===== config.mk =====
export PLATFORM = sky130hd
export DESIGN_NAME = mhp_host_port
export DESIGN_NICKNAME = d
export VERILOG_FILES = /design/src/design/mhp_pkg.sv /design/src/design/mhp_sync.sv /design/src/design/mhp_host_port.sv
export VERILOG_INCLUDE_DIRS = /design/src /design/src/design
export SDC_FILE = /design/constraint.sdc
export NUM_CORES = 1
export LEC_CHECK = 0
export BUFFER_PORTS_ARGS = -buffer_cell sky130_fd_sc_hd__buf_4
export CAP_MARGIN = 0
export CORE_ASPECT_RATIO = 0.9
export CORE_MARGIN = 3
export CORE_UTILIZATION = 60
export DETAILED_ROUTE_END_ITERATION = 10
export PLACE_DENSITY_LB_ADDON = 0.1
export SLEW_MARGIN = 20
export SYNTH_ARGS = -nofsm -noshare
export SYNTH_HDL_FRONTEND = slang
export SYNTH_SLANG_ARGS = --single-unit

===== constraint.sdc =====
create_clock -name CLK -period 3 [get_ports CLK]
set_input_delay 0.6 -clock CLK [delete_from_list [all_inputs] [get_ports CLK]]
set_output_delay 0.6 -clock CLK [all_outputs]
set_load 0.005 [all_outputs]

===== src/design/mhp_map.svh =====
/*
  constants for the modem host register port: index widths, register counts,
  reserved indices, reset values and host recovery gaps.
  assumes inclusion by bare name from design files only.
*/
`ifndef MHP_MAP_SVH
`define MHP_MAP_SVH

`define MHP_IDX_W 5
`define MHP_DATA_W 8
`define MHP_NUM_REGS 32
`define MHP_IRQ_STAT_IDX 5'h1E
`define MHP_IRQ_EN_IDX 5'h1F
`define MHP_REG_RESET 8'h00
`define MHP_IRQ_EN_RESET 8'h00
`define MHP_SYNC_STAGES 2
`define MHP_WR_GAP_DSP_OUTPUT_CLOCK 4
`define MHP_RD_GAP_DSP_OUTPUT_CLOCK 2

`endif


===== src/design/mhp_pkg.sv =====
/*
  types for the modem host register port.
  assumes mhp_map.svh is visible on the include path.
*/
`include "mhp_map.svh"

package mhp_pkg;
  typedef logic [`MHP_IDX_W-1:0] mhp_idx_t;
  typedef logic [`MHP_DATA_W-1:0] mhp_byte_t;
  typedef enum logic [1:0] {
    MHP_IDLE  = 2'b00,
    MHP_READ  = 2'b01,
    MHP_WRITE = 2'b10
  } mhp_state_e;
endpackage


===== src/design/mhp_sync.sv =====
/*
  multi-stage synchroniser for a bundle of host pins.
  assumes a single clock; only the last stage is read outside.
*/
`timescale 1ns/1ps
`default_nettype none

module mhp_sync #(
  parameter int WIDTH = 1,
  parameter int STAGES = 2,
  parameter logic [WIDTH-1:0] INIT = '0
) (
  input wire logic clk,
  input wire logic rst_b,
  input wire logic [WIDTH-1:0] d,
  output logic [WIDTH-1:0] q
);
  logic [WIDTH-1:0] stage_q [STAGES];

  if (STAGES < 2) begin : g_bad_stages
    $error("mhp_sync needs at least two stages");
  end

  always_ff @(posedge clk) begin
    if (!rst_b) begin
      for (int i = 0; i < STAGES; i++) begin
        stage_q[i] <= INIT;
      end
    end else begin
      stage_q[0] <= d;
      for (int i = 1; i < STAGES; i++) begin
        stage_q[i] <= stage_q[i-1];
      end
    end
  end

  assign q = stage_q[STAGES-1];
endmodule

`default_nettype wire


===== src/design/mhp_host_port.sv =====
/*
  host-side parallel port of a modem signal processor: 32 byte-wide
  interface registers reached by register select, chip select, read and
  write strobes, plus an open-drain interrupt request.
  assumes the data and interrupt wires are resolved outside from the
  enables, the pull-up sits on the board, and the core side is synchronous.
*/
`timescale 1ns/1ps
`default_nettype none
`include "mhp_map.svh"

module mhp_host_port
  import mhp_pkg::*;
#(
  parameter int SYNC_STAGES = `MHP_SYNC_STAGES
) (
  input wire logic CLK,
  input wire logic RST_B,
  input wire logic CS_N,
  input wire logic RD_N,
  input wire logic WR_N,
  input wire logic [`MHP_IDX_W-1:0] REGISTER_SELECT_LINES,
  input wire logic [`MHP_DATA_W-1:0] HOST_DATA_LINES_IN,
  output logic [`MHP_DATA_W-1:0] HOST_DATA_LINES_OUT,
  output logic HOST_DATA_LINES_OE,
  output logic HOST_INTERRUPT_LINE_OUT,
  output logic HOST_INTERRUPT_LINE_OE,
  input wire logic CORE_WE,
  input wire logic [`MHP_IDX_W-1:0] CORE_ADDR,
  input wire logic [`MHP_DATA_W-1:0] CORE_WDATA,
  output logic [`MHP_DATA_W-1:0] CORE_RDATA,
  input wire logic [`MHP_DATA_W-1:0] CORE_EVENT,
  output logic HOST_WR_STB,
  output logic [`MHP_IDX_W-1:0] HOST_WR_ADDR
);
  localparam int PIN_W = 3 + `MHP_IDX_W + `MHP_DATA_W;

  if (SYNC_STAGES < 2 || SYNC_STAGES > 8) begin : g_bad_stages
    $error("mhp_host_port: SYNC_STAGES must be 2..8");
  end

  logic [PIN_W-1:0] pins_raw;
  logic [PIN_W-1:0] pins_s;
  logic cs_n_s;
  logic rd_n_s;
  logic wr_n_s;
  mhp_idx_t sel_s;
  mhp_byte_t data_s;

  mhp_state_e state_q;
  mhp_idx_t wr_idx_q;
  mhp_byte_t wr_data_q;
  mhp_byte_t regs_q [`MHP_NUM_REGS];
  mhp_byte_t irq_stat_q;
  mhp_byte_t irq_en_q;
  mhp_byte_t dout_q;
  logic doe_q;
  logic irq_oe_q;
  logic irq_out_q;
  mhp_byte_t core_rdata_q;
  logic host_wr_stb_q;
  mhp_idx_t host_wr_addr_q;
  logic commit;
  logic host_stat_wr;

  assign pins_raw = {CS_N, RD_N, WR_N, REGISTER_SELECT_LINES, HOST_DATA_LINES_IN};

  mhp_sync #(
    .WIDTH(PIN_W),
    .STAGES(SYNC_STAGES),
    .INIT({3'b111, {(`MHP_IDX_W + `MHP_DATA_W){1'b0}}})
  ) u_pin_sync (
    .clk(CLK),
    .rst_b(RST_B),
    .d(pins_raw),
    .q(pins_s)
  );

  assign cs_n_s = pins_s[PIN_W-1];
  assign rd_n_s = pins_s[PIN_W-2];
  assign wr_n_s = pins_s[PIN_W-3];
  assign sel_s = pins_s[`MHP_DATA_W +: `MHP_IDX_W];
  assign data_s = pins_s[`MHP_DATA_W-1:0];

  // register read decode
  function automatic mhp_byte_t reg_read(input mhp_idx_t idx);
    mhp_byte_t r;
    r = regs_q[idx];
    if (idx == `MHP_IRQ_STAT_IDX) begin
      r = irq_stat_q;
    end else if (idx == `MHP_IRQ_EN_IDX) begin
      r = irq_en_q;
    end
    return r;
  endfunction

  assign commit = (state_q == MHP_WRITE) && (wr_n_s || cs_n_s);
  assign host_stat_wr = commit && (wr_idx_q == `MHP_IRQ_STAT_IDX);

  // access sequencer
  always_ff @(posedge CLK) begin
    if (!RST_B) begin
      state_q <= MHP_IDLE;
    end else begin
      case (state_q)
        MHP_IDLE: begin
          if (!cs_n_s && !rd_n_s) begin
            state_q <= MHP_READ;
          end else if (!cs_n_s && !wr_n_s) begin
            state_q <= MHP_WRITE;
          end
        end
        MHP_READ: begin
          if (rd_n_s || cs_n_s) begin
            state_q <= MHP_IDLE;
          end
        end
        MHP_WRITE: begin
          if (wr_n_s || cs_n_s) begin
            state_q <= MHP_IDLE;
          end
        end
        default: begin
          state_q <= MHP_IDLE;
        end
      endcase
    end
  end

  always_ff @(posedge CLK) begin
    if (!RST_B) begin
      wr_idx_q <= '0;
      wr_data_q <= `MHP_REG_RESET;
    end else if (!cs_n_s && !wr_n_s && state_q != MHP_READ) begin
      wr_idx_q <= sel_s;
      wr_data_q <= data_s;
    end
  end

  always_ff @(posedge CLK) begin
    if (!RST_B) begin
      for (int i = 0; i < `MHP_NUM_REGS; i++) begin
        regs_q[i] <= `MHP_REG_RESET;
      end
    end else if (commit) begin
      regs_q[wr_idx_q] <= wr_data_q;
    end else if (CORE_WE) begin
      regs_q[CORE_ADDR] <= CORE_WDATA;
    end
  end

  always_ff @(posedge CLK) begin
    if (!RST_B) begin
      irq_en_q <= `MHP_IRQ_EN_RESET;
    end else if (commit && wr_idx_q == `MHP_IRQ_EN_IDX) begin
      irq_en_q <= wr_data_q;
    end
  end

  generate
    for (genvar b = 0; b < `MHP_DATA_W; b++) begin : g_stat
      always_ff @(posedge CLK) begin
        if (!RST_B) begin
          irq_stat_q[b] <= 1'b0;
        end else if (CORE_EVENT[b]) begin
          irq_stat_q[b] <= 1'b1;
        end else if (host_stat_wr && wr_data_q[b]) begin
          irq_stat_q[b] <= 1'b0;
        end
      end
    end
  endgenerate

  always_ff @(posedge CLK) begin
    if (!RST_B) begin
      irq_oe_q <= 1'b0;
      irq_out_q <= 1'b0;
    end else begin
      irq_oe_q <= |(irq_stat_q & irq_en_q);
      irq_out_q <= 1'b0;
    end
  end

  always_ff @(posedge CLK) begin
    if (!RST_B) begin
      dout_q <= `MHP_REG_RESET;
    end else if (state_q == MHP_IDLE && !cs_n_s && !rd_n_s) begin
      dout_q <= reg_read(sel_s);
    end
  end

  always_ff @(posedge CLK) begin
    if (!RST_B) begin
      doe_q <= 1'b0;
    end else begin
      doe_q <= !cs_n_s && !rd_n_s && state_q != MHP_WRITE;
    end
  end

  // core side read and write notice
  always_ff @(posedge CLK) begin
    if (!RST_B) begin
      core_rdata_q <= `MHP_REG_RESET;
      host_wr_stb_q <= 1'b0;
      host_wr_addr_q <= '0;
    end else begin
      core_rdata_q <= reg_read(CORE_ADDR);
      host_wr_stb_q <= commit;
      if (commit) begin
        host_wr_addr_q <= wr_idx_q;
      end
    end
  end

  assign HOST_DATA_LINES_OUT = dout_q;
  assign HOST_DATA_LINES_OE = doe_q;
  assign HOST_INTERRUPT_LINE_OUT = irq_out_q;
  assign HOST_INTERRUPT_LINE_OE = irq_oe_q;
  assign CORE_RDATA = core_rdata_q;
  assign HOST_WR_STB = host_wr_stb_q;
  assign HOST_WR_ADDR = host_wr_addr_q;
endmodule

`default_nettype wire


[Word-level counts from Yosys, hierarchy flattened]
Memory sizes are Yosys's and may differ from the RTL's.
Index checks and enable logic that the tools add are counted.
Operators by class
  divide/modulo/power cells: 0
  order comparisons: 0
  multiply operators: 0
  equal/unequal tests: 13
  bitwise logic cells: 3
  shifts and indexed selects: 0
  reductions and logical operators: 35
  multiplexer cells: 42
  add/subtract/negate cells: 0
Operator list (number)
  8-bit two-way mux: 6
  16-bit two-way mux: 2
  5-bit equality test (second input constant): 6
  1-bit two-way mux: 27
  8-bit OR reduction: 3
  1-bit logical AND: 17
  2-bit nonzero test: 8
  5-bit two-way mux: 2
  8-bit bitwise AND: 1
  2-bit two-way mux: 4
  2-bit case mux with 3 select lines: 1
  2-bit by 1-bit != test with 1-bit output (second input constant): 2
  2-bit != test (second input constant): 2
  1-bit zero test: 3
  3-bit by 2-bit != test with 1-bit output (second input constant): 1
  3-bit AND reduction: 1
  2-bit by 1-bit equality test with 1-bit output (second input constant): 1
  2-bit equality test (second input constant): 1
  2-bit zero test: 1
  1-bit logical OR: 2
  1-bit OR: 2
Storage, ports and cells
  logic and storage cells: 113
  bits in writable memories: 288
  input bits: 40
  memory bits (read-only): 0
  memories kept: 2
  output and inout bits: 25
  register bits after elaboration: 55
  latch bits: 0
Memories
  regs_q: words 32, width 8, rd ports 2, clocked after Yosys merged registers in 0, write ports 32, RTL line mhp_host_port.sv:53  | mhp_byte_t regs_q [`MHP_NUM_REGS];
  u_pin_sync.stage_q: words 2, width 16, rd ports 2, clocked after Yosys merged registers in 0, write ports 2, RTL line mhp_sync.sv:18  | logic [WIDTH-1:0] stage_q [STAGES];

[Logic depth before layout (Yosys ltp)]
An unclocked memory read counts as a cell.
  depth after elaboration: 9
  depth in mapped cells: 8
  gate-level depth less buffers: 5

[Hierarchy]
From an unflattened synthesis, not the netlist that was laid out.
Second synthesis, totals
  cells, all modules: 1307
  area, all modules: 17072.6 um2
Modules (own cells, without submodules)
  mhp_host_port: area each 16094.2 um2, cells an instance 1224, sequential area each 8788.4 um2, times used 1
  mhp_sync: area each 978.4 um2, cells an instance 83, sequential area each 640.6 um2, times used 1

[Worst setup path before layout]
No wires, ideal clock.
  path kind: input -> register
  from: in CORE_ADDR[0]
  to: mem regs_q[20][0] (netlist bit) (enable)
  cell stages on the path: 8
  path slack: 0.703 ns
  arrival time: 1.968 ns
  path buffers: 3
  library setup time: 0.329 ns
  required time: 2.671 ns
  cells stage by stage: buf_4 -> buf_6 -> buf_6 -> nor2_1 -> nand3_1 -> nor2_1 -> o21ai_1 -> nand2_1
RTL lines
  start, declared: RTL line mhp_host_port.sv:29  | input wire logic [`MHP_IDX_W-1:0] CORE_ADDR,
  end, declared: RTL line mhp_host_port.sv:53

==> results.py <==
metrics = {
    "drt": {
        "drt_iter0_markers": 2078,
        "firstDrtPassIters": 5,
        "via_count": 13200,
        "wl_per_cell_um": 28.55,
        "drc_errors": 0,
        "drt-total-wl_um": 55280,
        "drt-vias-per-instance": 6.816,
        "postRouteAntennaNets": 0,
    },
    "synth": {
        "synth_top_area_share_pct": 44.38,
        "syn_area_um2": 17320,
        "yosys_warnings": 0,
        "synth_compound_area_share_pct": 8.877,
        "synthXorXnorAreaFrac_pct": 0,
        "synth.net_count": 1523,
        "ys_ff_latch": 343,
        "synth_cell_types": 57,
        "synth_top_family_by_area": "multiplexers",
        "synth_edf_count": 256,
        "synth_ff_type": "edfxtp_1",
        "synth_area_leaders": "edfxtp_1 (44%), dfxtp_1 (10%), mux2i_1 (7.8%)",
        "synthSimpleGateAreaFrac_pct": 14.94,
        "avgSynthCellArea_um2": 11.68,
        "syn_inst": 1483,
        "yosysSeqAreaShare_pct": 54.44,
        "muxShareOfSynthArea_pct": 18.27,
        "synth-async-reset-ratio_pct": 0,
        "synth_top_cell_by_area": "edfxtp_1",
        "synthAdderAreaFrac_pct": 0,
    },
    "cells_and_area": {
        "antennaDiodeCount": 0,
        "syn2layout_area_growth_pct": 13.29,
        "multiInputGateArea_um2": 7402,
        "fin_nets": 1590,
        "instances_no_fill": 1936,
        "seqCellArea_um2": 9435,
        "drive_gt1_share_pct": 19.04,
        "n_fill_cell": 2049,
    },
    "worst_setup_path": {
        "crit_path_cell_trace": "nor2b_1, a221oi_1, a221oi_1, o22ai_1",
        "crit_fanout": 14,
        "critPathBufInv": 0,
        "reg2regPathDepth": 4,
        "cp_slowest_stage_delay_ns": 0.90,
        "cp_data_arrival_time_ns": 3.34,
        "cp_slowest_cell": "nor2b_1",
        "ff2ff_setup_slack_ns": 0.05,
        "reg2reg_to": "HOST_DATA_LINES_OUT[5]$_SDFFE_PN0P_",
        "cp_data_required_time_ns": 3.38,
        "crit_top_cell": "a221oi_1",
        "critPathLaunchType": "flip-flop",
        "path_delay_family": "compound AO/OA/AOI/OAI gates",
        "path_class": "flip-flop to flip-flop",
        "reg2reg_from": "u_pin_sync.stage_q[0][26]$_SDFF_PN0_",
        "end_kind": "flip-flop",
    },
    "die": {
        "initial_core_util_pct": 61.52,
        "dieArea_um2": 30950,
        "die_w_um": 185.1,
        "core_area_um2": 28160,
        "io_pins": 65,
        "core.rowCount": 58,
        "die_h_um": 167.2,
    },
    "min_path": {
        "hold_class": "primary input to flip-flop",
        "whs_endpoint": "u_pin_sync.stage_q[0][15]$_SDFF_PN1_",
        "hold_depth": 2,
        "min_from": "CS_N",
    },
    "cts": {
        "cts-resized-gates": 0,
        "cts_tree": "yes",
        "cts_max_level": 2,
        "cts_setup_buffers": 0,
        "hold_buffers": 0,
        "root_buffer": "clkbuf_16",
        "numCtsBuffers": 36,
        "cts_max_path_buffers": 3,
        "clk_transition_reported_paths_ns": 0.06,
        "clk-insertion-delay-late_ns": 0.52,
        "cts_sinks": 343,
    },
    "grt": {
        "grt_max_degree": 68,
        "gr-total-overflow": 0,
        "grt.total_usage_pct": 35.89,
        "grt_pass1_vias": 12590,
        "grt_first_pass_wirelength_um": 82100,
        "antenna_found_initial": 0,
    },
    "timing": {
        "drv_slew": 0,
        "finalHoldViolations": 0,
        "rsz0062_at_grt": "no",
        "setup_viol": 0,
        "period_minus_slack_ns": 2.953,
        "fmax_mhz": 338.6,
        "worst_pin_slew_ns": 1.038,
        "skew_ns": 0.01123,
        "max-slew-margin-rel_pct": 29.03,
        "period_share_pct": 98.44,
        "totalNegativeSetupSlack_ns": 0,
        "setup_ws_ns": 0.04692,
    },
    "placement": {
        "portBuffers": 63,
        "dp_cells": 1872,
        "finalWeightedCongestion": 1.004,
        "hpwl_um": 38880,
        "dp_slack_ns": 0.2640,
    },
    "power": {
        "vdd_ir_drop_max_mv": 0.5141,
        "p_leak_nw": 7.151,
        "powerDensity_nw_per_um2": 552.5,
    },
    "outcome": {
        "status": "finished clean",
    },
    "run": {
        "max_cap_violations": 0,
    },
}
-- stage by stage --
step / instance area (um2) / utilization, % / power, W / hold WS, ns
floorplan: 17320 / - / 0.006045 / 0.3863
global placement: 18470 / 65.60 / 0.006473 / 0.3970
detailed placement: 18470 / 65.60 / 0.006488 / 0.3964
CTS: 19620 / 69.69 / 0.01083 / 0.2659
global route: 19620 / 69.69 / 0.01113 / 0.2742
finish: 19620 / 69.69 / 0.01084 / 0.2734
-- power by group --
| part | switching, W | internal, W |
|---|---|---|
| Clock | 0.00183 | 0.00259 |
| Sequential | 0.000133 | 0.00525 |
| Combinational | 0.000629 | 0.000411 |
-- synth_stat cells, types with 22 or more instances --
library cell / count
mux4_2: 58
a22oi_1: 26
mux2i_1: 135
a221oi_1: 22
and2_1: 32
nor2_1: 335
and3_1: 35
clkbuf_1: 58
edfxtp_1: 256
dfxtp_1: 87
nand2_1: 111
-- how the worst max path moves through the flow --
stage / from / to / slack, ns / depth (start not counted)
6_report: u_pin_sync.stage_q[0][26]$_SDFF_PN0_ / HOST_DATA_LINES_OUT[5]$_SDFFE_PN0P_ / 0.05 / 4
5_1_grt: state_q[1]$_SDFFE_PN0P_ / regs_q[1][5]$_SDFFCE_PN0P_ / 0.08 / 5
4_1_cts: u_pin_sync.stage_q[0][26]$_SDFF_PN0_ / HOST_DATA_LINES_OUT[2]$_SDFFE_PN0P_ / 0.26 / 4
3_5_place_dp: u_pin_sync.stage_q[0][26]$_SDFF_PN0_ / HOST_DATA_LINES_OUT[2]$_SDFFE_PN0P_ / 0.26 / 4
3_3_place_gp: u_pin_sync.stage_q[0][26]$_SDFF_PN0_ / HOST_DATA_LINES_OUT[2]$_SDFFE_PN0P_ / 0.28 / 4
2_1_floorplan: CORE_ADDR[0] / regs_q[20][0]$_SDFFCE_PN0P_ / 0.70 / 8
-- logic make-up after synthesis --
family,Yosys count
AO/OA/AOI/OAI,207
buffers and inverters,117
flip-flops,343
multiplexers,222
other,1
AND/OR/NAND/NOR,593
-- final cells by class --
type,count,area share (%)
clock buffers,46,5.043
clock inverters,18,0.8352
inverters,7,0.1339
multi-input cells,1023,37.72
flip-flops and latches,343,48.08
well taps,360,2.295
repair buffers,139,5.891
-- registers in the layout, indices dropped and copies added, names as in the netlist --
register	cells
regs_q	256
u_pin_sync.stage_q	32
CORE_RDATA	8
HOST_DATA_LINES_OUT	8
irq_en_q	8
irq_stat_q	8
wr_data_q	8
HOST_WR_ADDR	5
wr_idx_q	5
state_q	2
HOST_DATA_LINES_OE	1
HOST_INTERRUPT_LINE_OE	1
HOST_WR_STB	1
-- metal layers --
layer	track usage, %	vias up	wire [um]
li1	-	5641	-
met1	53.25	6540	22090
met2	52.80	885	24440
met3	7.950	129	6678
met4	12.39	0	2069
met5	0	-	0
-- cells in the final DEF, fill, tap and decap left out, types with 6 or more instances in the layout --
cell type / instances
clkbuf_16: 37
o21a_1: 10
nand2_1: 111
a221oi_1: 22
buf_4: 130
nor2_1: 335
nor3_1: 9
o21ai_2: 17
nor2b_1: 18
nand2b_1: 15
mux4_1: 12
o22ai_1: 15
mux2i_4: 8
a21boi_0: 8
mux2i_1: 127
a211oi_1: 7
a221o_1: 7
a22oi_1: 26
a21oi_1: 20
clkbuf_1: 6
buf_12: 9
a22o_1: 9
mux2_2: 17
dfxtp_1: 84
clkinv_1: 9
edfxtp_1: 256
and3b_1: 6
and2_1: 32
nand3_1: 13
and3_1: 35
mux4_2: 58
o21ai_0: 17
nor4_1: 9
o21ai_1: 15
Note: power is estimated with default switching activity, not from simulation.
